$ cat config.mk
export PLATFORM = sky130hd
export DESIGN_NAME = urs_channel
export DESIGN_NICKNAME = d
export VERILOG_FILES = /design/src/hw/urs_pkg.sv /design/src/hw/urs_channel.sv
export SDC_FILE = /design/constraint.sdc
export NUM_CORES = 1
export LEC_CHECK = 0
export BUFFER_PORTS_ARGS = -buffer_cell sky130_fd_sc_hd__buf_2
export CORE_AREA = 2 2 150 188
export DETAILED_ROUTE_END_ITERATION = 8
export DIE_AREA = 0 0 152 190
export PLACE_DENSITY = 0.78
export SYNTH_ARGS = -nofsm -noshare
export SYNTH_HDL_FRONTEND = slang
export SYNTH_SLANG_ARGS = --single-unit
$ cat constraint.sdc
create_clock -name clk -period 3.4 [get_ports clk]
set_clock_uncertainty 0.1 [all_clocks]
set_input_delay 0.34 -clock clk [delete_from_list [all_inputs] [get_ports clk]]
set_output_delay 0.34 -clock clk [all_outputs]
set_load 0.01 [all_outputs]
$ cat src/hw/urs_pkg.sv
// Behaviour
// - The three low address lines select one of eight slots; slot zero reads the oldest received byte and a write there queues a transmit byte.
// - Slot two reads interrupt identification, while a write to it updates the FIFO control settings.
// - In the normal bank slot five reads line status and slot six reads modem status, and writes there do nothing.
// - In the normal bank slots one, three, four and seven give read and write access to interrupt enable, line control, modem control and scratch.
// - The divisor low and high bytes sit at slots zero and one only while line control bit 7 is one.
// - Enhanced features at slot two and the resume and pause characters at slots four to seven are reached only while line control equals BF hex.
// - Flow threshold at slot six and trigger levels at slot seven are reached only while enhanced bit 4 and modem control bit 6 are both one.
// - The read-only FIFO-ready summary appears at slot seven when any channel select is low, modem control bit 2 is one and loopback is off.
// - Modem control bit 7 only changes on a write while enhanced bit 4 is set.
// - The prescale pin picks the divide factor during reset, and modem control bit 7 may change it afterwards.
// - The old defect dropped a second or third queued byte with FIFOs on, total divisor of four or more and one byte queued.
// - With divide-by-one and a divisor of one to three the defect never showed, so back-to-back writes are safe there.
// - In the enhanced bank slot two reads and writes enhanced features and slot zero gives the divisor low byte.
package urs_pkg;
	// register slots on the three address lines
	localparam logic [2:0] SLOT_DATA    = 3'h0;
	localparam logic [2:0] SLOT_IER     = 3'h1;
	localparam logic [2:0] SLOT_IIR     = 3'h2;
	localparam logic [2:0] SLOT_LCR     = 3'h3;
	localparam logic [2:0] SLOT_MCR     = 3'h4;
	localparam logic [2:0] SLOT_LSR     = 3'h5;
	localparam logic [2:0] SLOT_MSR     = 3'h6;
	localparam logic [2:0] SLOT_SCRATCH = 3'h7;
	// bank key and field positions
	localparam logic [7:0] ENH_KEY      = 8'hBF;
	localparam int LCR_DIVISOR_ACCESS_BIT    = 7;
	localparam int LCR_BREAK   = 6;
	localparam int LCR_EVEN    = 4;
	localparam int LCR_PAR_EN  = 3;
	localparam int LCR_STOP    = 2;
	localparam int MCR_PRESCALE= 7;
	localparam int MCR_TCR_EN  = 6;
	localparam int MCR_LOOP    = 4;
	localparam int MCR_RDY_EN  = 2;
	localparam int MCR_RTS     = 1;
	localparam int MCR_DTR     = 0;
	localparam int EFR_ENH     = 4;
	localparam int FCR_EN      = 0;
	localparam int FCR_RXCLR   = 1;
	localparam int FCR_TXCLR   = 2;
	// masks of bits writable only with enhanced functions on, and of the FIFO control bits that are stored
	localparam logic [7:0] IER_ENH_MASK = 8'hF0;
	localparam logic [7:0] FCR_ENH_MASK = 8'h30;
	localparam logic [7:0] FCR_STORE    = 8'hF9;
	// reset value and identification codes
	localparam logic [7:0] RESET_BYTE   = 8'h00;
	localparam logic [3:0] IIR_NONE     = 4'h1;
	localparam logic [3:0] IIR_THRE     = 4'h2;
	localparam logic [3:0] IIR_RXDATA   = 4'h4;
	// serial timing
	localparam int PRESCALE_FACTOR = 4;
	localparam logic [5:0] TICKS_BIT    = 6'h10;
	localparam logic [5:0] TICKS_STOP15 = 6'h18;
	localparam logic [5:0] TICKS_STOP2  = 6'h20;
	typedef enum logic [2:0] {TX_IDLE, TX_START, TX_DATA, TX_PARITY, TX_STOP} urs_tx_state_t;
endpackage

$ cat src/hw/urs_channel.sv
`timescale 1ns/1ps
`default_nettype none
// plain valid/ready FIFO; write side stalls when full, read side when empty
module urs_fifo
	import urs_pkg::*;
#(
	parameter int WIDTH = 8,
	parameter int DEPTH = 8
) (
	// clock and reset
	input  wire logic                     clk,
	input  wire logic                     rst,
	input  wire logic                     clear,
	// filling side
	input  wire logic                     in_valid,
	output logic                          in_ready,
	input  wire logic [WIDTH-1:0]         in_data,
	// draining side
	output logic                          out_valid,
	input  wire logic                     out_ready,
	output logic [WIDTH-1:0]              out_data,
	// fill level
	output logic [$clog2(DEPTH+1)-1:0]    count
);
	localparam int AW = $clog2(DEPTH);
	initial begin
		if (DEPTH < 2 || (DEPTH & (DEPTH - 1)) != 0 || WIDTH < 1)
			$error("urs_fifo: DEPTH must be a power of two of at least 2");
	end
	logic [WIDTH-1:0] mem [DEPTH];
	logic [AW-1:0]    wr_ptr;
	logic [AW-1:0]    rd_ptr;
	wire              push = in_valid & in_ready;
	wire              pop  = out_valid & out_ready;
	assign in_ready  = (count != DEPTH[$clog2(DEPTH+1)-1:0]);
	assign out_valid = (count != '0);
	assign out_data  = mem[rd_ptr];
	// storage has no reset; only the pointers matter
	always_ff @(posedge clk) begin
		if (push)
			mem[wr_ptr] <= in_data;
	end
	// pointers and level
	always_ff @(posedge clk) begin
		if (rst || clear) begin
			wr_ptr <= '0;
			rd_ptr <= '0;
			count  <= '0;
		end else begin
			if (push)
				wr_ptr <= wr_ptr + 1'b1;
			if (pop)
				rd_ptr <= rd_ptr + 1'b1;
			count <= count + {{($clog2(DEPTH+1)-1){1'b0}}, push} - {{($clog2(DEPTH+1)-1){1'b0}}, pop};
		end
	end
endmodule // urs_fifo

// one channel: register select, banking, tx path and summary register
module urs_channel
	import urs_pkg::*;
#(
	parameter int FIFO_DEPTH = 8,
	parameter int PEERS      = 3
) (
	// clock and reset
	input  wire logic             clk,
	input  wire logic             rst,
	input  wire logic             prescale_select_pin,
	// host bus
	input  wire logic             cs_n,
	input  wire logic [PEERS-1:0] peer_cs_n,
	input  wire logic             rd_n,
	input  wire logic             wr_n,
	input  wire logic [2:0]       addr,
	input  wire logic [7:0]       wdata,
	output logic [7:0]            rdata,
	// received bytes from the deserialiser
	input  wire logic             rx_byte_valid,
	output logic                  rx_byte_ready,
	input  wire logic [7:0]       rx_byte,
	// readiness of the sibling channels
	input  wire logic [PEERS-1:0] peer_rx_ready,
	input  wire logic [PEERS-1:0] peer_tx_ready,
	// modem lines {cd, ri, dsr, cts}, active high
	input  wire logic [3:0]       modem_lines,
	output logic                  rts_n,
	output logic                  dtr_n,
	// serial side and status
	output logic                  serial_out,
	output logic                  tx_space,
	output logic                  rx_ready_out
);
	localparam int CW = $clog2(FIFO_DEPTH + 1);
	initial begin
		if (PEERS != 3)
			$error("urs_channel: summary register holds exactly four channels");
	end

	// registers
	logic [7:0]  irq_enable, line_control, modem_control, scratch, dll, divisor_high, enhanced_features, fifo_control;
	logic [7:0]  resume_char_one, resume_char_two, pause_char_one, pause_char_two, flow_threshold, trigger_levels;
	logic [3:0]  modem_q, modem_delta;
	logic        rd_q, wr_q, txclr_pulse, rxclr_pulse;
	// fifo wires
	logic        tx_valid, tx_pop, rx_valid;
	logic [7:0]  tx_head, rx_head;
	logic [CW-1:0] tx_count, rx_count;
	logic        tx_in_ready, rx_in_ready;

	// strobe edges: one access per strobe assertion
	wire any_cs     = ~cs_n | ~&peer_cs_n;
	wire rd_act     = ~rd_n & any_cs;
	wire wr_act     = ~wr_n & ~cs_n;
	wire rd_start   = rd_act & ~rd_q;
	wire wr_start   = wr_act & ~wr_q;

	// bank decode
	wire bank_enh   = (line_control == ENH_KEY);
	wire bank_div   = line_control[LCR_DIVISOR_ACCESS_BIT];
	wire enh_on     = enhanced_features[EFR_ENH];
	wire tcr_open   = enh_on & modem_control[MCR_TCR_EN];
	wire rdy_open   = any_cs & modem_control[MCR_RDY_EN] & ~modem_control[MCR_LOOP];
	wire sel_div    = bank_div & (addr == SLOT_DATA || addr == SLOT_IER);
	wire sel_enh    = bank_enh & (addr == SLOT_IIR || addr[2]);
	wire bank_norm  = ~sel_div & ~sel_enh;
	wire sel_tcr    = bank_norm & tcr_open & (addr == SLOT_MSR);
	wire sel_tlr    = bank_norm & tcr_open & (addr == SLOT_SCRATCH);
	wire sel_rdy    = bank_norm & ~tcr_open & rdy_open & (addr == SLOT_SCRATCH);
	// own select is needed except for the shared summary register
	wire rd_take    = rd_start & (~cs_n | sel_rdy);
	wire wr_here    = wr_start & bank_norm & ~sel_tcr & ~sel_tlr;
	wire tx_write   = wr_here & (addr == SLOT_DATA);

	// status words
	wire fifo_en    = fifo_control[FCR_EN];
	wire tx_empty   = (tx_count == '0);
	logic        tsr_busy;
	wire [3:0] iir_code = (irq_enable[0] & rx_valid) ? IIR_RXDATA :
	                      (irq_enable[1] & tx_empty) ? IIR_THRE : IIR_NONE;
	wire [7:0] iir_val  = {fifo_en, fifo_en, 2'b00, iir_code};
	wire [7:0] lsr_val  = {1'b0, tx_empty & ~tsr_busy, tx_empty, 4'h0, rx_valid};
	wire [7:0] msr_val  = {modem_q, modem_delta};
	wire [7:0] rdy_val  = {peer_rx_ready, rx_valid, peer_tx_ready, tx_in_ready};

	// read selection
	wire [7:0] enh_rd   = (addr == SLOT_IIR) ? enhanced_features :
	                      (addr == SLOT_MCR) ? resume_char_one :
	                      (addr == SLOT_LSR) ? resume_char_two :
	                      (addr == SLOT_MSR) ? pause_char_one : pause_char_two;
	wire [7:0] div_rd   = (addr == SLOT_DATA) ? dll : divisor_high;
	wire [7:0] slot7_rd = sel_tlr ? trigger_levels : (sel_rdy ? rdy_val : scratch);
	wire [7:0] slot6_rd = sel_tcr ? flow_threshold : msr_val;
	wire [7:0] norm_rd  = (addr == SLOT_DATA) ? rx_head :
	                      (addr == SLOT_IER)  ? irq_enable :
	                      (addr == SLOT_IIR)  ? iir_val :
	                      (addr == SLOT_LCR)  ? line_control :
	                      (addr == SLOT_MCR)  ? modem_control :
	                      (addr == SLOT_LSR)  ? lsr_val :
	                      (addr == SLOT_MSR)  ? slot6_rd : slot7_rd;
	wire [7:0] rd_mux   = sel_enh ? enh_rd : (sel_div ? div_rd : norm_rd);
	wire rx_pop         = rd_take & bank_norm & (addr == SLOT_DATA) & ~cs_n;
	wire msr_clear      = rd_take & bank_norm & ~sel_tcr & (addr == SLOT_MSR);

	// strobe history and read data latch
	always_ff @(posedge clk) begin
		if (rst) begin
			rd_q  <= 1'b0;
			wr_q  <= 1'b0;
			rdata <= RESET_BYTE;
		end else begin
			rd_q <= rd_act;
			wr_q <= wr_act;
			if (rd_take)
				rdata <= rd_mux;
		end
	end

	// normal bank writes; status slots five and six ignore writes
	always_ff @(posedge clk) begin
		if (rst) begin
			irq_enable         <= RESET_BYTE;
			line_control         <= RESET_BYTE;
			scratch     <= RESET_BYTE;
			fifo_control         <= RESET_BYTE;
			txclr_pulse <= 1'b0;
			rxclr_pulse <= 1'b0;
		end else begin
			txclr_pulse <= 1'b0;
			rxclr_pulse <= 1'b0;
			if (wr_start && addr == SLOT_LCR)
				line_control <= wdata;
			if (wr_here && addr == SLOT_IER)
				irq_enable <= enh_on ? wdata : ((irq_enable & IER_ENH_MASK) | (wdata & ~IER_ENH_MASK));
			if (wr_here && addr == SLOT_SCRATCH)
				scratch <= wdata;
			if (wr_here && addr == SLOT_IIR) begin
				// transmit trigger bits are an enhanced function
				fifo_control <= (enh_on ? wdata : ((fifo_control & FCR_ENH_MASK) | (wdata & ~FCR_ENH_MASK))) & FCR_STORE;
				txclr_pulse <= wdata[FCR_TXCLR];
				rxclr_pulse <= wdata[FCR_RXCLR];
			end
		end
	end

	// modem control; prescale bit follows the pin while reset is held
	always_ff @(posedge clk) begin
		if (rst) begin
			modem_control <= {prescale_select_pin, 7'h00};
		end else if (wr_here && addr == SLOT_MCR) begin
			modem_control[6:0]            <= wdata[6:0];
			modem_control[MCR_PRESCALE]   <= enh_on ? wdata[MCR_PRESCALE] : modem_control[MCR_PRESCALE];
		end
	end

	// divisor, enhanced and flow registers
	always_ff @(posedge clk) begin
		if (rst) begin
			{dll, divisor_high, enhanced_features, resume_char_one, resume_char_two, pause_char_one, pause_char_two} <= {7{RESET_BYTE}};
			{flow_threshold, trigger_levels} <= {2{RESET_BYTE}};
		end else if (wr_start) begin
			if (sel_div && addr == SLOT_DATA)
				dll <= wdata;
			if (sel_div && addr == SLOT_IER)
				divisor_high <= wdata;
			if (sel_enh) begin
				unique case (addr)
					SLOT_IIR: enhanced_features   <= wdata;
					SLOT_MCR: resume_char_one  <= wdata;
					SLOT_LSR: resume_char_two  <= wdata;
					SLOT_MSR: pause_char_one <= wdata;
					default:  pause_char_two <= wdata;
				endcase
			end
			if (sel_tcr)
				flow_threshold <= wdata;
			if (sel_tlr)
				trigger_levels <= wdata;
		end
	end

	// modem change flags: a fresh change beats a read that clears
	always_ff @(posedge clk) begin
		if (rst) begin
			modem_q     <= 4'h0;
			modem_delta <= 4'h0;
		end else begin
			modem_q     <= modem_lines;
			modem_delta <= (msr_clear ? 4'h0 : modem_delta) | (modem_q ^ modem_lines);
		end
	end

	// transmit queue; without FIFO mode a single slot is used.
	// every write with room is queued whatever the shifter is doing, so
	// the old window before the start bit no longer loses bytes
	wire tx_room = tx_in_ready & (fifo_en | tx_empty);
	urs_fifo #(.WIDTH(8), .DEPTH(FIFO_DEPTH)) u_tx_fifo (
		.clk       (clk),
		.rst       (rst),
		.clear     (txclr_pulse),
		.in_valid  (tx_write & tx_room),
		.in_ready  (tx_in_ready),
		.in_data   (wdata),
		.out_valid (tx_valid),
		.out_ready (tx_pop),
		.out_data  (tx_head),
		.count     (tx_count)
	);
	assign tx_space = tx_room;

	// receive queue, stalls the deserialiser when full
	wire rx_room = rx_in_ready & (fifo_en | (rx_count == '0));
	urs_fifo #(.WIDTH(8), .DEPTH(FIFO_DEPTH)) u_rx_fifo (
		.clk       (clk),
		.rst       (rst),
		.clear     (rxclr_pulse),
		.in_valid  (rx_byte_valid & rx_room),
		.in_ready  (rx_in_ready),
		.in_data   (rx_byte),
		.out_valid (rx_valid),
		.out_ready (rx_pop),
		.out_data  (rx_head),
		.count     (rx_count)
	);
	assign rx_byte_ready = rx_room;
	assign rx_ready_out  = rx_valid;
	assign rts_n = ~modem_control[MCR_RTS];
	assign dtr_n = ~modem_control[MCR_DTR];

	// baud tick: total divisor is prescale factor times divisor latch
	logic [17:0] baud_cnt;
	wire  [15:0] divisor  = (({divisor_high, dll} == 16'h0000) ? 16'h0001 : {divisor_high, dll});
	wire  [17:0] total    = modem_control[MCR_PRESCALE] ? {divisor, 2'b00} : {2'b00, divisor};
	wire         tick     = (baud_cnt == 18'h0);
	always_ff @(posedge clk) begin
		if (rst)
			baud_cnt <= 18'h0;
		else
			baud_cnt <= tick ? total - 18'h1 : baud_cnt - 18'h1;
	end

	// transmit shifter, sixteen ticks per bit
	urs_tx_state_t tx_state;
	logic [5:0]  os_cnt;
	logic [2:0]  bit_idx;
	logic [7:0]  shreg;
	logic        par_acc;
	logic        tx_line;
	wire  [2:0]  last_bit  = {1'b1, line_control[1:0]};
	wire  [5:0]  stop_len  = ~line_control[LCR_STOP] ? TICKS_BIT :
	                         (line_control[1:0] == 2'b00) ? TICKS_STOP15 : TICKS_STOP2;
	wire  [5:0]  cur_len   = (tx_state == TX_STOP) ? stop_len : TICKS_BIT;
	wire         bit_done  = tick & (os_cnt == cur_len - 6'h1);
	assign tx_pop   = (tx_state == TX_IDLE) & tx_valid;
	assign tsr_busy = (tx_state != TX_IDLE);
	always_ff @(posedge clk) begin
		if (rst) begin
			tx_state <= TX_IDLE;
			os_cnt   <= 6'h0;
			bit_idx  <= 3'h0;
			shreg    <= RESET_BYTE;
			par_acc  <= 1'b0;
			tx_line  <= 1'b1;
		end else begin
			if (tick)
				os_cnt <= bit_done ? 6'h0 : os_cnt + 6'h1;
			unique case (tx_state)
				TX_IDLE: begin
					tx_line <= 1'b1;
					os_cnt  <= 6'h0;
					if (tx_pop) begin
						shreg    <= tx_head;
						par_acc  <= ~line_control[LCR_EVEN];
						tx_line  <= 1'b0;
						tx_state <= TX_START;
					end
				end
				TX_START: if (bit_done) begin
					tx_line  <= shreg[0];
					par_acc  <= par_acc ^ shreg[0];
					shreg    <= shreg >> 1;
					bit_idx  <= 3'h0;
					tx_state <= TX_DATA;
				end
				TX_DATA: if (bit_done) begin
					bit_idx <= bit_idx + 3'h1;
					if (bit_idx == last_bit) begin
						tx_line  <= line_control[LCR_PAR_EN] ? par_acc : 1'b1;
						tx_state <= line_control[LCR_PAR_EN] ? TX_PARITY : TX_STOP;
					end else begin
						tx_line <= shreg[0];
						par_acc <= par_acc ^ shreg[0];
						shreg   <= shreg >> 1;
					end
				end
				TX_PARITY: if (bit_done) begin
					tx_line  <= 1'b1;
					tx_state <= TX_STOP;
				end
				TX_STOP: if (bit_done)
					tx_state <= TX_IDLE;
			endcase
		end
	end
	// break control forces the line low
	assign serial_out = tx_line & ~line_control[LCR_BREAK];
endmodule // urs_channel
`default_nettype wire

# Yosys cells after proc, flatten, opt, wreduce, memory -nomap -nowiden
# Memory sizes are Yosys's and may differ from the RTL's. A register that Yosys moved wholly into a read port is not among the register bits.
# Cells that the tools add are included.
classes:
  add_sub_neg: 13
  mul: 0
  n_div: 0
  order_cmp: 0
  n_eq_ne: 23
  n_shift: 0
  mux: 67
  bitwise: 67
  n_reduce_logical: 45
ops:
  columns: ["operator", "count"]
  rows:
  - ["$mux W8", 24]
  - ["$and A1 B1 Y1", 40]
  - ["$mux W3", 13]
  - ["$mux W18", 2]
  - ["$sub A18 B1 Y18 const B", 2]
  - ["$mux W6", 5]
  - ["$pmux W8 S3", 1]
  - ["$reduce_and A3 Y1", 7]
  - ["$logic_not A18 Y1", 1]
  - ["$not A1 Y1", 18]
  - ["$logic_not A16 Y1", 1]
  - ["$mux W16", 1]
  - ["$add A3 B1 Y3 const B", 5]
  - ["$eq A3 B3 Y1 const B", 5]
  - ["$mux W1", 15]
  - ["$pmux W3 S5", 1]
  - ["$eq A3 B2 Y1 const B", 4]
  - ["$ne A2 B2 Y1 const B", 6]
  - ["$reduce_bool A4 Y1", 3]
  - ["$reduce_and A2 Y1", 5]
  - ["$add A4 B1 Y4", 2]
  - ["$eq A8 B8 Y1 const B", 1]
  - ["$logic_not A4 Y1", 2]
  - ["$ne A4 B4 Y1 const B", 2]
  - ["other kinds (30)", 49]
word_totals:
  ff_bits: 188
  latch_bits: 0
  ram_bits: 128
  mem_bits_ro: 0
  input_bits: 39
  output_inout_bits: 14
  elab_cells: 252
  mem_count: 2
memory_table:
  columns: ["memory", "depth", "width", "read_ports", "rd_clocked_by_memory_dff", "wr", "line_no", "rtl"]
  rows:
  - ["u_rx_fifo.mem", 8, 8, 1, 1, 1, "urs_channel.sv:30", "logic [WIDTH-1:0] mem [DEPTH];"]
  - ["u_tx_fifo.mem", 8, 8, 1, 1, 1, "urs_channel.sv:30", null]

# Logic depth before layout (Yosys ltp)
# Gate-level depths: netlist of the first run.
depth:
  word_depth: 19
  depth_mapped: 12

# Hierarchy
# A second synthesis of the first run with hierarchy kept.
hier_totals:
  cells_unflattened: 1389
  hier_area_um2: 15097.0
modules_own_cells:
  columns: ["mod", "n_inst", "cells_each", "area_per_inst_um2", "seq_area_each_um2"]
  rows:
  - ["urs_channel", 1, 1047, 8738.4, 3313.2]
  - ["urs_fifo (u_tx_fifo)", 1, 171, 3180.6, 2182.1]
  - ["urs_fifo (u_rx_fifo)", 1, 171, 3178.0, 2182.1]

# Least setup slack after synthesis of the first run
# No wires, ideal clock.
synth_timing:
  path_kind: "input to register"
  start: "input addr[2]"
  end: "memory u_tx_fifo.mem[2][0] (enable)"
  setup_time_ps: 385
  t_arrival_ps: 2426
  path_slack_ps: 489
  stages: 6
  path_buffers: 1
  cell_sequence: "buf_2 -> o211ai_1 -> o2111ai_1 -> nor3_2 -> nand2b_1 -> nor3b_1"
synth_via:
  elab_chain_cells: 15
  word_cells_on_any_way: 25
  cone_classes: "4 x eq/ne; 2 x mux; 16 x bitwise; 3 x reduce/logical"
synth_rtl:
  columns: ["item", "line_no", "rtl"]
  rows:
  - ["start, declared", "urs_channel.sv:75", "input wire logic [2:0] addr,"]
  - ["$eq A3 B1 Y1 (tied with other cells)", "urs_channel.sv:124", "wire sel_div = bank_div & (addr == SLOT_DATA || addr == SLOT_IER);"]
  - ["$logic_or A1 B1 Y1 (on tied branches)", "urs_channel.sv:124, urs_channel.sv:125", null]
  - ["$and A1 B1 Y1 (on tied branches)", "urs_channel.sv:124, urs_channel.sv:125", null]
  - ["$not A1 Y1", "urs_channel.sv:126", "wire bank_norm = ~sel_div & ~sel_enh;"]
  - ["$and A1 B1 Y1", "urs_channel.sv:126", null]
  - ["$and A1 B1 Y1", "urs_channel.sv:127, urs_channel.sv:128", null]
  - ["$and A1 B1 Y1", "urs_channel.sv:127", "wire sel_tcr = bank_norm & tcr_open & (addr == SLOT_MSR);"]
  - ["$not A1 Y1", "urs_channel.sv:132", "wire wr_here = wr_start & bank_norm & ~sel_tcr & ~sel_tlr;"]
  - ["$and A1 B1 Y1 (2 in series)", "urs_channel.sv:132", null]
  - ["$and A1 B1 Y1 (*)", "urs_channel.sv:133", "wire tx_write = wr_here & (addr == SLOT_DATA);"]
  - ["$and A1 B1 Y1 (*)", "urs_channel.sv:261", ".in_valid (tx_write & tx_room),"]
  - ["$and A1 B1 Y1 (*)", "urs_channel.sv:33", "wire push = in_valid & in_ready;"]
  - ["named net u_tx_fifo.push", "urs_channel.sv:33", null]
  - ["$mux W1 (*)", "urs_channel.sv:40", "if (push)"]
  - ["$mux W1 (not written as such) (*)", "urs_channel.sv:41", "mem[wr_ptr] <= in_data;"]
  - ["end, declared", "urs_channel.sv:30", null]
# The timed path passes the listed nets; every way through them passes the cells marked *.

# Worst setup path in the final report of the first run
layout_timing:
  start: "register line_control[7]"
  end: "register rdata[2]"
layout_via:
  elab_chain_cells: 18
  word_cells_on_any_way: 26
  cone_classes: "1 x eq/ne; 12 x mux; 13 x bitwise"
layout_rtl:
  columns: ["item", "line_no", "rtl"]
  rows:
  - ["start, declared", "urs_channel.sv:101", "logic [7:0] irq_enable, line_control, modem_control, scratch, dll, divisor_high, enhanced_features, fifo_contr ..."]
  - ["start signal, assigned", "urs_channel.sv:192", "line_control <= wdata;"]
  - ["$eq A8 B8 Y1", "urs_channel.sv:119", "wire bank_enh = (line_control == ENH_KEY);"]
  - ["$and A1 B1 Y1", "urs_channel.sv:125", "wire sel_enh = bank_enh & (addr == SLOT_IIR || addr[2]);"]
  - ["$not A1 Y1", "urs_channel.sv:126", null]
  - ["$and A1 B1 Y1", "urs_channel.sv:126", null]
  - ["$and A1 B1 Y1 (3 in series)", "urs_channel.sv:129", "wire sel_rdy = bank_norm & ~tcr_open & rdy_open & (addr == SLOT_SCRATCH);"]
  - ["$mux W8 (2 in series)", "urs_channel.sv:152", "wire [7:0] slot7_rd = sel_tlr ? trigger_levels : (sel_rdy ? rdy_val : scratch);"]
  - ["$mux W8", "urs_channel.sv:160", "(addr == SLOT_MSR) ? slot6_rd : slot7_rd;"]
  - ["$mux W8", "urs_channel.sv:159", "(addr == SLOT_LSR) ? lsr_val :"]
  - ["$mux W8", "urs_channel.sv:158", "(addr == SLOT_MCR) ? modem_control :"]
  - ["$mux W8", "urs_channel.sv:157", "(addr == SLOT_LCR) ? line_control :"]
  - ["$mux W8", "urs_channel.sv:156", "(addr == SLOT_IIR) ? iir_val :"]
  - ["$mux W8", "urs_channel.sv:155", "(addr == SLOT_IER) ? irq_enable :"]
  - ["$mux W8", "urs_channel.sv:154", "wire [7:0] norm_rd = (addr == SLOT_DATA) ? rx_head :"]
  - ["$mux W8 (2 in series)", "urs_channel.sv:161", "wire [7:0] rd_mux = sel_enh ? enh_rd : (sel_div ? div_rd : norm_rd);"]
  - ["end signal, assigned", "urs_channel.sv:175", "rdata <= rd_mux;"]
  - ["end, declared", "urs_channel.sv:77", "output logic [7:0] rdata,"]
# Several ways; a longest one is shown, not always the timed one.
# A chain may end at the register's enable or synchronous reset.

==> metrics.md, run 1 <==
| Metric | Value |
|---|---|
| Final-report hold violation count | 0 |
| CTS Buffer Depth | 3 |
| Clock Sinks | 319 |
| Worst-path clk slew | 0.07 ns |
| Setup crit start kind | flip-flop |
| Max VDD drop | 0.563 mV |
| Layout Utilization | 0.609 |
| Required time of the worst setup path | 3.69 ns |
| Worst-Skew Late Latency | 0.56 ns |
| Setup_tns | 0 ns |
| #FFs+latches synth | 319 |
| CTS root buf | clkbuf_16 |
| Setup Crit Path Kind | reg2reg |
| Average wire per standard cell | 21.4 um |
| Ys flop type | dfxtp_1 |
| Layout cells sized above 1 | 0.164 |
| Leak | 5.94 nW |
| CTS tree | built |
| Cell Rows | 68 |
| Final-report setup violation count | 0 |
| Remaining DRCs | 0 |
| H-tree Lvls | 1 |
| Vias per cell | 6.04 |
| Total number of vias | 11.0k |
| Die height | 190 um |
| Post-Syn Area | 14700 um2 |
| Total GRT Usage | 0.267 |
| Crit path time final | 2.98 ns |
| Setup crit end | rdata[2] |
| Avg Synthesized Cell Area | 10.7 um2 |
| Total wire length | 39000 um |
| CP endpoint kind | flip-flop |
| First-pass GRT wire length | 61400 um |
| Area of the multi-input gates | 6510 um2 |
| Largest net degree at the start of global routing | 73 |
| MaxCap Viol Count | 0 |
| Ports | 53 |
| Num CTS Buffers | 31 |
| Core Area | 27300 um2 |
| Detail Route Antenna Nets | 0 |
| Synth Instances | 1371 |
| RSZ-0062 raised after global routing | false |
| Pre-Repair DR Iteration Count | 6 |
| Post-Syn Nets | 1431 |
| Top flop regs | u_rx_fifo.mem x64, u_tx_fifo.mem x64, baud_cnt x18 |
| DRT iter0 DRCs | 909 |
| Worst R2R Setup Slack | 0.42 ns |
| Filler cells | 2158 |
| Vias in the first global route | 11.0k |
| Final #Nets | 1504 |
| Arr. time, crit path | 3.27 ns |
| Area growth syn-to-layout | 13.5% |
| Starting Density | 0.537 |
| Reg-to-Reg End | rdata[2] |
| Worst R2R Path Depth | 7 |
| Die Wd | 152 um |
| Maximum fanout along the worst path | 11 |
| Distinct cells, synth | 88 |
| Initial antenna violation count | 0 |
| PortBufs | 52 |
| Status | finished clean |
| Hold WS | 0.0152 ns |
| Synth warn | 0 |
| Remaining Overflow, GRT | 0 |
| Post-CTS setup buffer count | 0 |
| Min-Delay Path Class | in2reg |
| Tightest Pin Transition | 1.03 ns |
| Max frequency | 0.336 GHz |
| GP Congestion | 1.03 |
| DP Wirelength | 27100 um |
| Count of flip-flops with a built-in enable after synthesis | 129 |
| Slew headroom | 0.309 |
| Sequential Area | 7680 um2 |
| Tcrit/Tclk final | 0.875 |
| Post-synthesis sequential area ratio | 0.524 |
| Power Density | 630 nW/um2 |
| Full die area | 28900 um2 |
| Worst r2r src | line_control[7] |
| Slew Limit Fails | 0 |
| Async set-reset flop share out of synthesis | 0 |
| CP Launch Point | line_control[7] |
| N_diodes | 0 |
-- through the flow --
stage	cells	setup slack [ns]	total power, mW	cell area [um2]
6_report	1818	0.424	10.5	16600
4_1_cts	1818	0.524	10.5	16600
3_3_place_gp	1746	0.481	6.91	15400
2_1_floorplan	1371	0.489	6.30	14700
3_5_place_dp	1746	0.504	6.98	15400
5_1_grt	1818	0.262	11.0	16600
-- logic make-up (layout without fill, tap and decap cells) --
kind of cell               Yosys count  after routing  share of synthesized area
AOI/OAI and AO/OA                  249            249                      0.110
and+or+nand+nor                    465            465                      0.152
xor gates and xnor gates            35             35                     0.0209
DFF                                319            319                      0.524
buffers and inverters              115            212                     0.0320
adders and majority gates           21             21                     0.0190
muxes                              167            167                      0.142
-- placed cells by master, fill, tap and decap left out, types with 20 or more instances in the layout --
master	instances
o21ai_0	47
a21oi_1	92
dfxtp_1	190
clkbuf_16	31
nor2_1	196
xor2_1	20
mux4_2	31
mux2i_1	116
nand3_1	36
nand2_1	97
buf_4	58
mux2_2	20
inv_1	29
buf_2	51
nor3_1	24
edfxtp_1	129
-- report_power, final --
group | switching [mW] | internal (mW) | total (mW)
Sequential | 0.214 | 4.26 | 4.47
Clock | 1.48 | 2.06 | 3.55
Combinational | 1.42 | 1.04 | 2.46
-- worst min path at each step --
stage | cells after the start | startpoint | end
floorplan | 1 | wr_n | wr_q
global placement | 2 | resume_char_one[2] | resume_char_one[2]
detailed placement | 2 | resume_char_one[4] | resume_char_one[4]
CTS | 3 | prescale_select_pin | modem_control[7]
global route | 3 | prescale_select_pin | modem_control[7]
finish | 3 | prescale_select_pin | modem_control[7]
-- routing by layer --
layer,GRT usage,vias up,routed length (um)
met5,0,-,0
met4,0.103,0,1500
met3,0.0346,97,2340
met2,0.483,415,19900
met1,0.325,5330,15300
li1,-,5146,-
-- cell usage after synthesis (16+ instances only) --
master | instances | area (um2)
mux2_2 | 20 | 225
inv_1 | 29 | 109
dfxtp_1 | 190 | 3800
nand2b_1 | 16 | 100
xor2_1 | 20 | 175
nand2_1 | 97 | 364
clkbuf_1 | 56 | 210
o21ai_0 | 47 | 235
mux4_2 | 31 | 698
mux2i_1 | 116 | 1160
nor2_1 | 196 | 736
nor3_1 | 24 | 120
ha_1 | 19 | 238
nand3_1 | 36 | 180
a21oi_1 | 92 | 460
edfxtp_1 | 129 | 3870
-- area by class of cell --
| class | count | area share |
|---|---|---|
| Clock buffer | 35 | 0.0475 |
| Clock inverter | 22 | 0.0161 |
| Inverter | 31 | 0.00699 |
| Multi-Input combinational cell | 937 | 0.391 |
| Sequential cell | 319 | 0.461 |
| Tap cell | 350 | 0.0263 |
| Timing Repair Buffer | 124 | 0.0505 |
-- worst max-delay path, stage by stage (launching register included) --
cell      delay (ns)
dfxtp_1         0.53
nor3b_1         0.75
nor2_1          0.23
nand2_2         0.24
mux2_2          0.38
a221oi_1        0.34
a211o_1         0.15
a311oi_1        0.10
-- timing repair --
item | in CTS | in global routing
hold buffers | 15 | 0
endpoints found under the hold margin | 70 | 0
resized for setup | 0 | 0
Power figures use the tool's default switching activity.
==> run 2, diff against run 1 <==
--- a/config.mk
+++ b/config.mk
@@ -8,4 +8,5 @@
 export BUFFER_PORTS_ARGS = -buffer_cell sky130_fd_sc_hd__buf_2
 export CORE_AREA = 2 2 150 188
+export CTS_BUF_LIST = sky130_fd_sc_hd__clkbuf_4 sky130_fd_sc_hd__clkbuf_8
 export DETAILED_ROUTE_END_ITERATION = 8
 export DIE_AREA = 0 0 152 190
==> constraint.sdc (replaced) <==
create_clock -name clk -period 3.4 [get_ports clk]
set_clock_uncertainty 0.1 [all_clocks]
set_input_delay 0.34 -clock clk [delete_from_list [all_inputs] [get_ports clk]]
set_output_delay 0.34 -clock clk [all_outputs]
set_load 0.1 [all_outputs]
==> metrics.md, run 2 (synthesis results as in run 1) <==
| Metric | Value |
|---|---|
| Status | finished clean |
| Largest net degree at the start of global routing | 51 (-30%) |
| Hold depth | 3 (unchanged) |
| CP Launch Point | u_tx_fifo.count[2] |
| Power Density | 633 nW/um2 (+0.47%) |
| MaxCap Viol Count | 0 (unchanged) |
| Starting Density | 0.537 (unchanged) |
| Required time of the worst setup path | 2.96 ns (-0.73 ns) |
| Core Area | 27300 um2 (unchanged) |
| Total GRT Usage | 0.266 (-0.00132) |
| Reg-to-Reg End | rdata[2] |
| Area growth syn-to-layout | 13.5% (about the same) |
| Met1 WL | 15100 um (-1.0%) |
| Top flop regs | u_rx_fifo.mem x64, u_tx_fifo.mem x64, baud_cnt x18 |
| H-tree Lvls | 2 (+1) |
| Min-Delay Path Class | in2reg |
| DRT iter0 DRCs | 882 (-3.0%) |
| Final-report setup violation count | 0 (unchanged) |
| Arr. time, crit path | 2.58 ns (-0.69 ns) |
| Pre-Repair DR Iteration Count | 5 (-1) |
| Placed Area | 15500 um2 (+0.27%) |
| Layout cells sized above 1 | 0.183 (+0.0188) |
| Slew Limit Fails | 0 (unchanged) |
| Vias per cell | 6.01 (-0.57%) |
| Die Wd | 152 um (unchanged) |
| Slew headroom | 0.267 (-0.0425) |
| Highest routed layer | met4 |
| Die height | 190 um (unchanged) |
| CP endpoint kind | output port |
| Leak | 6.00 nW (+0.89%) |
| Vias in the first global route | 11.1k (+1.1%) |
| Clock Sinks | 319 (unchanged) |
| Max frequency | 0.332 GHz (-1.3%) |
| PortBufs | 52 (unchanged) |
| Max VDD drop | 0.585 mV (+3.9%) |
| Hold WS | 0.0693 ns (+0.0541 ns) |
| Detail Route Antenna Nets | 0 (unchanged) |
| Worst r2r src | line_control[0] |
| Commonest cells after routing, fill and taps aside | nor2_1 (196), dfxtp_1 (190), edfxtp_1 (129) |
| Layout Utilization | 0.609 (about the same) |
| Cell Rows | 68 (unchanged) |
| Total wire length | 38700 um (-0.76%) |
| Num CTS Buffers | 50 (+61%) |
| Most common cell after layout, fill and taps aside | nor2_1 |
| Remaining DRCs | 0 (unchanged) |
| Post-layout instance area | 16600 um2 (about the same) |
| Setup_tns | 0 ns (unchanged) |
| Setup Crit Path Kind | reg2out |
| CTS tree | built |
| Full die area | 28900 um2 (unchanged) |
| Setup crit start kind | flip-flop |
| GP Congestion | 1.00 (-2.8%) |
| Met3 WL | 2410 um (+2.8%) |
| RSZ-0062 raised after global routing | false |
| CTS root buf | clkbuf_8 |
| Average wire per standard cell | 20.9 um (-2.6%) |
| Tightest Pin Transition | 1.10 ns (+0.0652 ns) |
| Initial antenna violation count | 0 (unchanged) |
| Tcrit/Tclk final | 0.887 (+0.0117) |
| CTS Buffer Depth | 3 (unchanged) |
| Final #Nets | 1523 (+1.3%) |
| Final-report hold violation count | 0 (unchanged) |
| Worst R2R Setup Slack | 0.48 ns (+0.06 ns) |
| Total number of vias | 11.1k (+1.3%) |
| N_diodes | 0 (unchanged) |
| Setup crit end | tx_space |
| Ports | 53 (unchanged) |
| Met2 routed wirelength | 19300 um (-3.0%) |
| Maximum fanout along the worst path | 8 (-3) |
| DP Wirelength | 26800 um (-1.0%) |
| Worst R2R Path Depth | 7 (unchanged) |
| Remaining Overflow, GRT | 0 (unchanged) |
| Worst-path clk slew | 0.07 ns (about the same) |
| Worst-Skew Late Latency | 0.58 ns (+0.02 ns) |
| Crit path time final | 3.02 ns (+0.0399 ns) |
| First-pass GRT wire length | 60800 um (-0.97%) |
## run 2: worst max-delay path: stages, from the launching register on
cell,delay (ns)
dfxtp_1,0.31
inv_1,0.06
ha_1,0.19
nor3b_1,0.13
buf_4,0.18
o21ai_0,0.65
inv_1,0.13
buf_2,0.33
## run 2: layer usage
metal	global-route usage	up-vias
li1	-	5204
met1	0.310	5393
met2	0.470	407
met3	0.0501	132
met4	0.133	0
met5	0	-
## run 2: area by class of cell
class	count	area (um2)
Clock inverter	25	184
Sequential cell	319	7680
Timing Repair Buffer	124	853
Multi-Input combinational cell	937	6540
Fill cell	2205	10700
Inverter	31	116
Clock buffer	67	835
Tap cell	350	438
## run 2: what timing repair did
action                    in CTS  in global routing
hold buffers                  15                  0
gates resized for setup        0                  0
hold endpoints to repair      71                  0
buffers inserted               0                  0
## run 2: metrics by stage
stage / instances / total power [mW] / setup slack, ns
2_1_floorplan: 1371 / 6.61 / 0.00768
3_3_place_gp: 1746 / 7.22 / 0.459
3_5_place_dp: 1746 / 7.30 / 0.347
4_1_cts: 1853 / 10.6 / 0.435
5_1_grt: 1853 / 11.0 / 0.212
6_report: 1853 / 10.5 / 0.384
## run 2: how the worst min path moves through the flow
stage	from	endpoint
finish	prescale_select_pin	modem_control[7]
global route	prescale_select_pin	modem_control[7]
global placement	resume_char_one[4]	resume_char_one[4]
detailed placement	resume_char_one[0]	resume_char_one[0]
floorplan	wr_n	wr_q
CTS	prescale_select_pin	modem_control[7]
## run 2: report_power, final
part	switching [mW]	total [mW]	internal [mW]
logic	1.75	2.81	1.06
clock network	1.50	3.27	1.77
registers	0.194	4.45	4.26
total	3.44	10.5	7.08
==> run 3, diff against run 2 <==
Settings changed: ABC_AREA set to 1, CAP_MARGIN set to 20, CORE_AREA 2 2 150 188 to 2 2 148 186, DIE_AREA 0 0 152 190 to 0 0 150 188.
==> metrics.md, run 3 <==
| Metric | Value |
|---|---|
| Core Area | 26500 um2 (-3.0%) |
| Async set-reset flop share out of synthesis | 0 (unchanged) |
| Die height | 188 um (-1.1%) |
| DP Wirelength | 25300 um (-5.8%) |
| Ys flop type | dfxtp_1 |
| DRT iter0 DRCs | 932 (+5.7%) |
| Worst setup margin | 0.418 ns (+0.0345 ns) |
| Endpoint, Worst Hold | u_tx_fifo.mem[1][2] |
| Required time of the worst setup path | 3.77 ns (+0.81 ns) |
| Max VDD drop | 1.09 mV (+87%) |
| Met1 WL | 15000 um (-0.54%) |
| Largest family of logic cells by synthesized area | simple AND/OR/NAND/NOR gates |
| Count of flip-flops with a built-in enable after synthesis | 129 (unchanged) |
| Post-synthesis simple-gate area fraction | 0.196 (+0.0435) |
| Final #Nets | 1871 (+23%) |
| Worst-Skew Late Latency | 0.58 ns (about the same) |
| Post-synthesis sequential area ratio | 0.534 (+0.0104) |
| Arr. time, crit path | 3.35 ns (+0.77 ns) |
| Largest net degree at the start of global routing | 121 (+140%) |
| Crit path time final | 2.98 ns (-0.0345 ns) |
| Tightest Pin Transition | 0.948 ns (-0.149 ns) |
| Ports | 53 (unchanged) |
| Starting Density | 0.543 (+0.00591) |
| Num CTS Buffers | 50 (unchanged) |
| Setup Crit Path Kind | reg2reg |
| Area growth syn-to-layout | 12.9% |
| Layout cells sized above 1 | 0.114 (-0.0689) |
| CTS root buf | clkbuf_8 |
| Status | finished clean |
| RSZ-0062 raised after global routing | false |
| Remaining Overflow, GRT | 0 (unchanged) |
| GP Congestion | 0.935 (-6.6%) |
| Yosys top cell area share | 0.270 (+0.00522) |
| CP endpoint kind | flip-flop |
| Slew headroom | 0.367 (+0.100) |
| Hold WS | 0.0211 ns (-0.0482 ns) |
| Setup_tns | 0 ns (unchanged) |
| Maximum fanout along the worst path | 14 (+6) |
| Top cells by count, synth | nor2_1 (307), nand2_1 (226), o21ai_0 (226) |
| Reg-to-Reg End | u_rx_fifo.count[2] |
| Area contributors post-synth | edfxtp_1 (27%), dfxtp_1 (26%), nor2_1 (8.0%) |
| Slew Limit Fails | 0 (unchanged) |
| Fin cells | 2197 (+19%) |
| Synth Area in Adders | 0.0193 (+0.000375) |
| Die Wd | 150 um (-1.3%) |
| Worst R2R Setup Slack | 0.42 ns (-0.06 ns) |
| Avg Synthesized Cell Area | 8.32 um2 (-22%) |
| Vias per cell | 5.70 (-5.2%) |
| Max frequency | 0.335 GHz (+1.2%) |
| Total GRT Usage | 0.264 (-0.00192) |
| Total power draw | 10.7 mW (+1.7%) |
| Power Density | 660 nW/um2 (+4.3%) |
| Synth area leader | edfxtp_1 |
| Tcrit/Tclk final | 0.877 (-0.0101) |
| Layout Utilization | 0.613 (+0.00315) |
| Synth Instances | 1727 (+26%) |
| Post-Syn Nets | 1787 (+25%) |
| Hold_sp | wdata[2] |
| Total number of vias | 12.5k (+12%) |
| Compound-cell area share of the yosys netlist | 0.177 (+0.0675) |
| #FFs+latches synth | 319 (unchanged) |
| H-tree Lvls | 2 (unchanged) |
| Commonest cells after routing, fill and taps aside | nor2_1 (307), o21ai_0 (226), nand2_1 (225) |
| Synth warn | 0 (unchanged) |
| Cell Rows | 67 (-1.5%) |
| Vias in the first global route | 12.0k (+7.3%) |
| Leak | 6.41 nW (+7.0%) |
| Average wire per standard cell | 17.0 um (-19%) |
| Met2 routed wirelength | 18400 um (-4.5%) |
| Min-Delay Path Class | in2reg |
| Distinct cells, synth | 52 (-41%) |
| Hold depth | 1 (-2) |
| Cells after DPL | 2086 (+19%) |
| Worst R2R Path Depth | 15 (+8) |
| CTS Buffer Depth | 3 (unchanged) |
| Post-synthesis mux area share | 0.00139 (-0.141) |
| Remaining DRCs | 0 (unchanged) |
| First-pass GRT wire length | 59400 um (-2.3%) |
| PortBufs | 52 (unchanged) |
| CP Launch Point | line_control[0] |
| Clock Sinks | 319 (unchanged) |
| Highest routed layer | met4 |
| Post-layout instance area | 16200 um2 (-2.5%) |
| Worst-path clk slew | 0.06 ns (about the same) |
| Final-report setup violation count | 0 (unchanged) |
| Most common cell after layout, fill and taps aside | nor2_1 |
| Top flop regs | u_rx_fifo.mem x64, u_tx_fifo.mem x64, baud_cnt x18 |
| Detail Route Antenna Nets | 0 (unchanged) |
| Worst r2r src | line_control[0] |
| CTS tree | built |
| Full die area | 28200 um2 (-2.4%) |
| MaxCap Viol Count | 0 (unchanged) |
| Setup crit start kind | flip-flop |
| Final-report hold violation count | 0 (unchanged) |
| XOR/XNOR Fraction of Synth Area | 0.00548 (-0.0154) |
| Post-Syn Area | 14400 um2 (-1.9%) |
| Pre-Repair DR Iteration Count | 8 (+3) |
| Dpl ws | 0.178 ns (-0.169 ns) |
| Total wire length | 37300 um (-3.5%) |
| Most frequent cell after synthesis | nor2_1 |
| Initial antenna violation count | 2 (+2) |
| Placed Area | 15000 um2 (-2.7%) |
| Met3 WL | 2390 um (-0.54%) |
-- run 3: cell types whose count changed after synthesis, sizes merged, moves of 12 or more --
cell,delta
inv,+150
xor2,-17
o21ai,+186
o211ai,+16
nand2b,-16
nand3,+20
nor2b,-13
nor2,+119
mux2,-20
mux2i,-114
nand2,+133
buf,-12
a21oi,+59
mux4,-31
-- run 3: final cells by class --
| cell class | count | area (um2) |
|---|---|---|
| inverters | 179 | 677 |
| well taps | 345 | 432 |
| fillers | 2312 | 10300 |
| diodes | 2 | 5.00 |
| clock buffers | 69 | 856 |
| flip-flops and latches | 319 | 7680 |
| multi-input cells | 1159 | 5750 |
| clock inverters | 22 | 135 |
| repair buffers | 102 | 693 |
-- run 3: worst max path at each step --
stage                                to  slack (ns)
finish               u_rx_fifo.count[2]        0.42
global route         u_tx_fifo.count[1]        0.22
CTS                  u_rx_fifo.count[2]        0.43
detailed placement   u_rx_fifo.count[3]        0.18
global placement     u_rx_fifo.count[1]        0.33
floorplan           u_rx_fifo.mem[0][0]        0.06
-- run 3: cell families (layout without fill, tap and decap cells) --
| kind of cell | count (synthesis) | in the layout |
|---|---|---|
| flops | 319 | 319 |
| fa+ha+maj | 21 | 21 |
| mux | 2 | 2 |
| simple gates | 661 | 661 |
| buf+inv | 249 | 372 |
| xor+xnor | 9 | 9 |
| compound gates | 466 | 466 |
| other cells | 0 | 2 |
-- run 3: worst max-delay path, cell delays in order, from the launching register on --
cell and delay [ns]:
dfxtp_1 0.39, nand2_1 0.09, nor2_1 0.21, nand3_4 0.23, nand2_2 0.22, nor2_4 0.05
o21ai_2 0.13, nor2_1 0.08, inv_1 0.14, nor3_4 0.08, ha_1 0.30, inv_1 0.04
ha_1 0.22, fa_1 0.38, xnor2_1 0.17, nor2_1 0.05
-- run 3: timing repair --
action                                 4_1_cts  5_1_grt
resized for setup                            0        0
endpoints found under the hold margin       85        0
setup endpoints to repair                    0        0
setup buffers                                0        0
hold buffers                                18        0
-- run 3: where the power goes --
group          switching [mW]  internal, mW
clock                    1.48          1.71
combinational            2.12         0.921
sequential              0.178          4.30
total                    3.77          6.93
-- run 3: layer usage --
layer	up-vias	GRT usage
met5	-	0
met4	0	0.114
met3	119	0.0394
met2	488	0.458
met1	5899	0.324
li1	6008	-
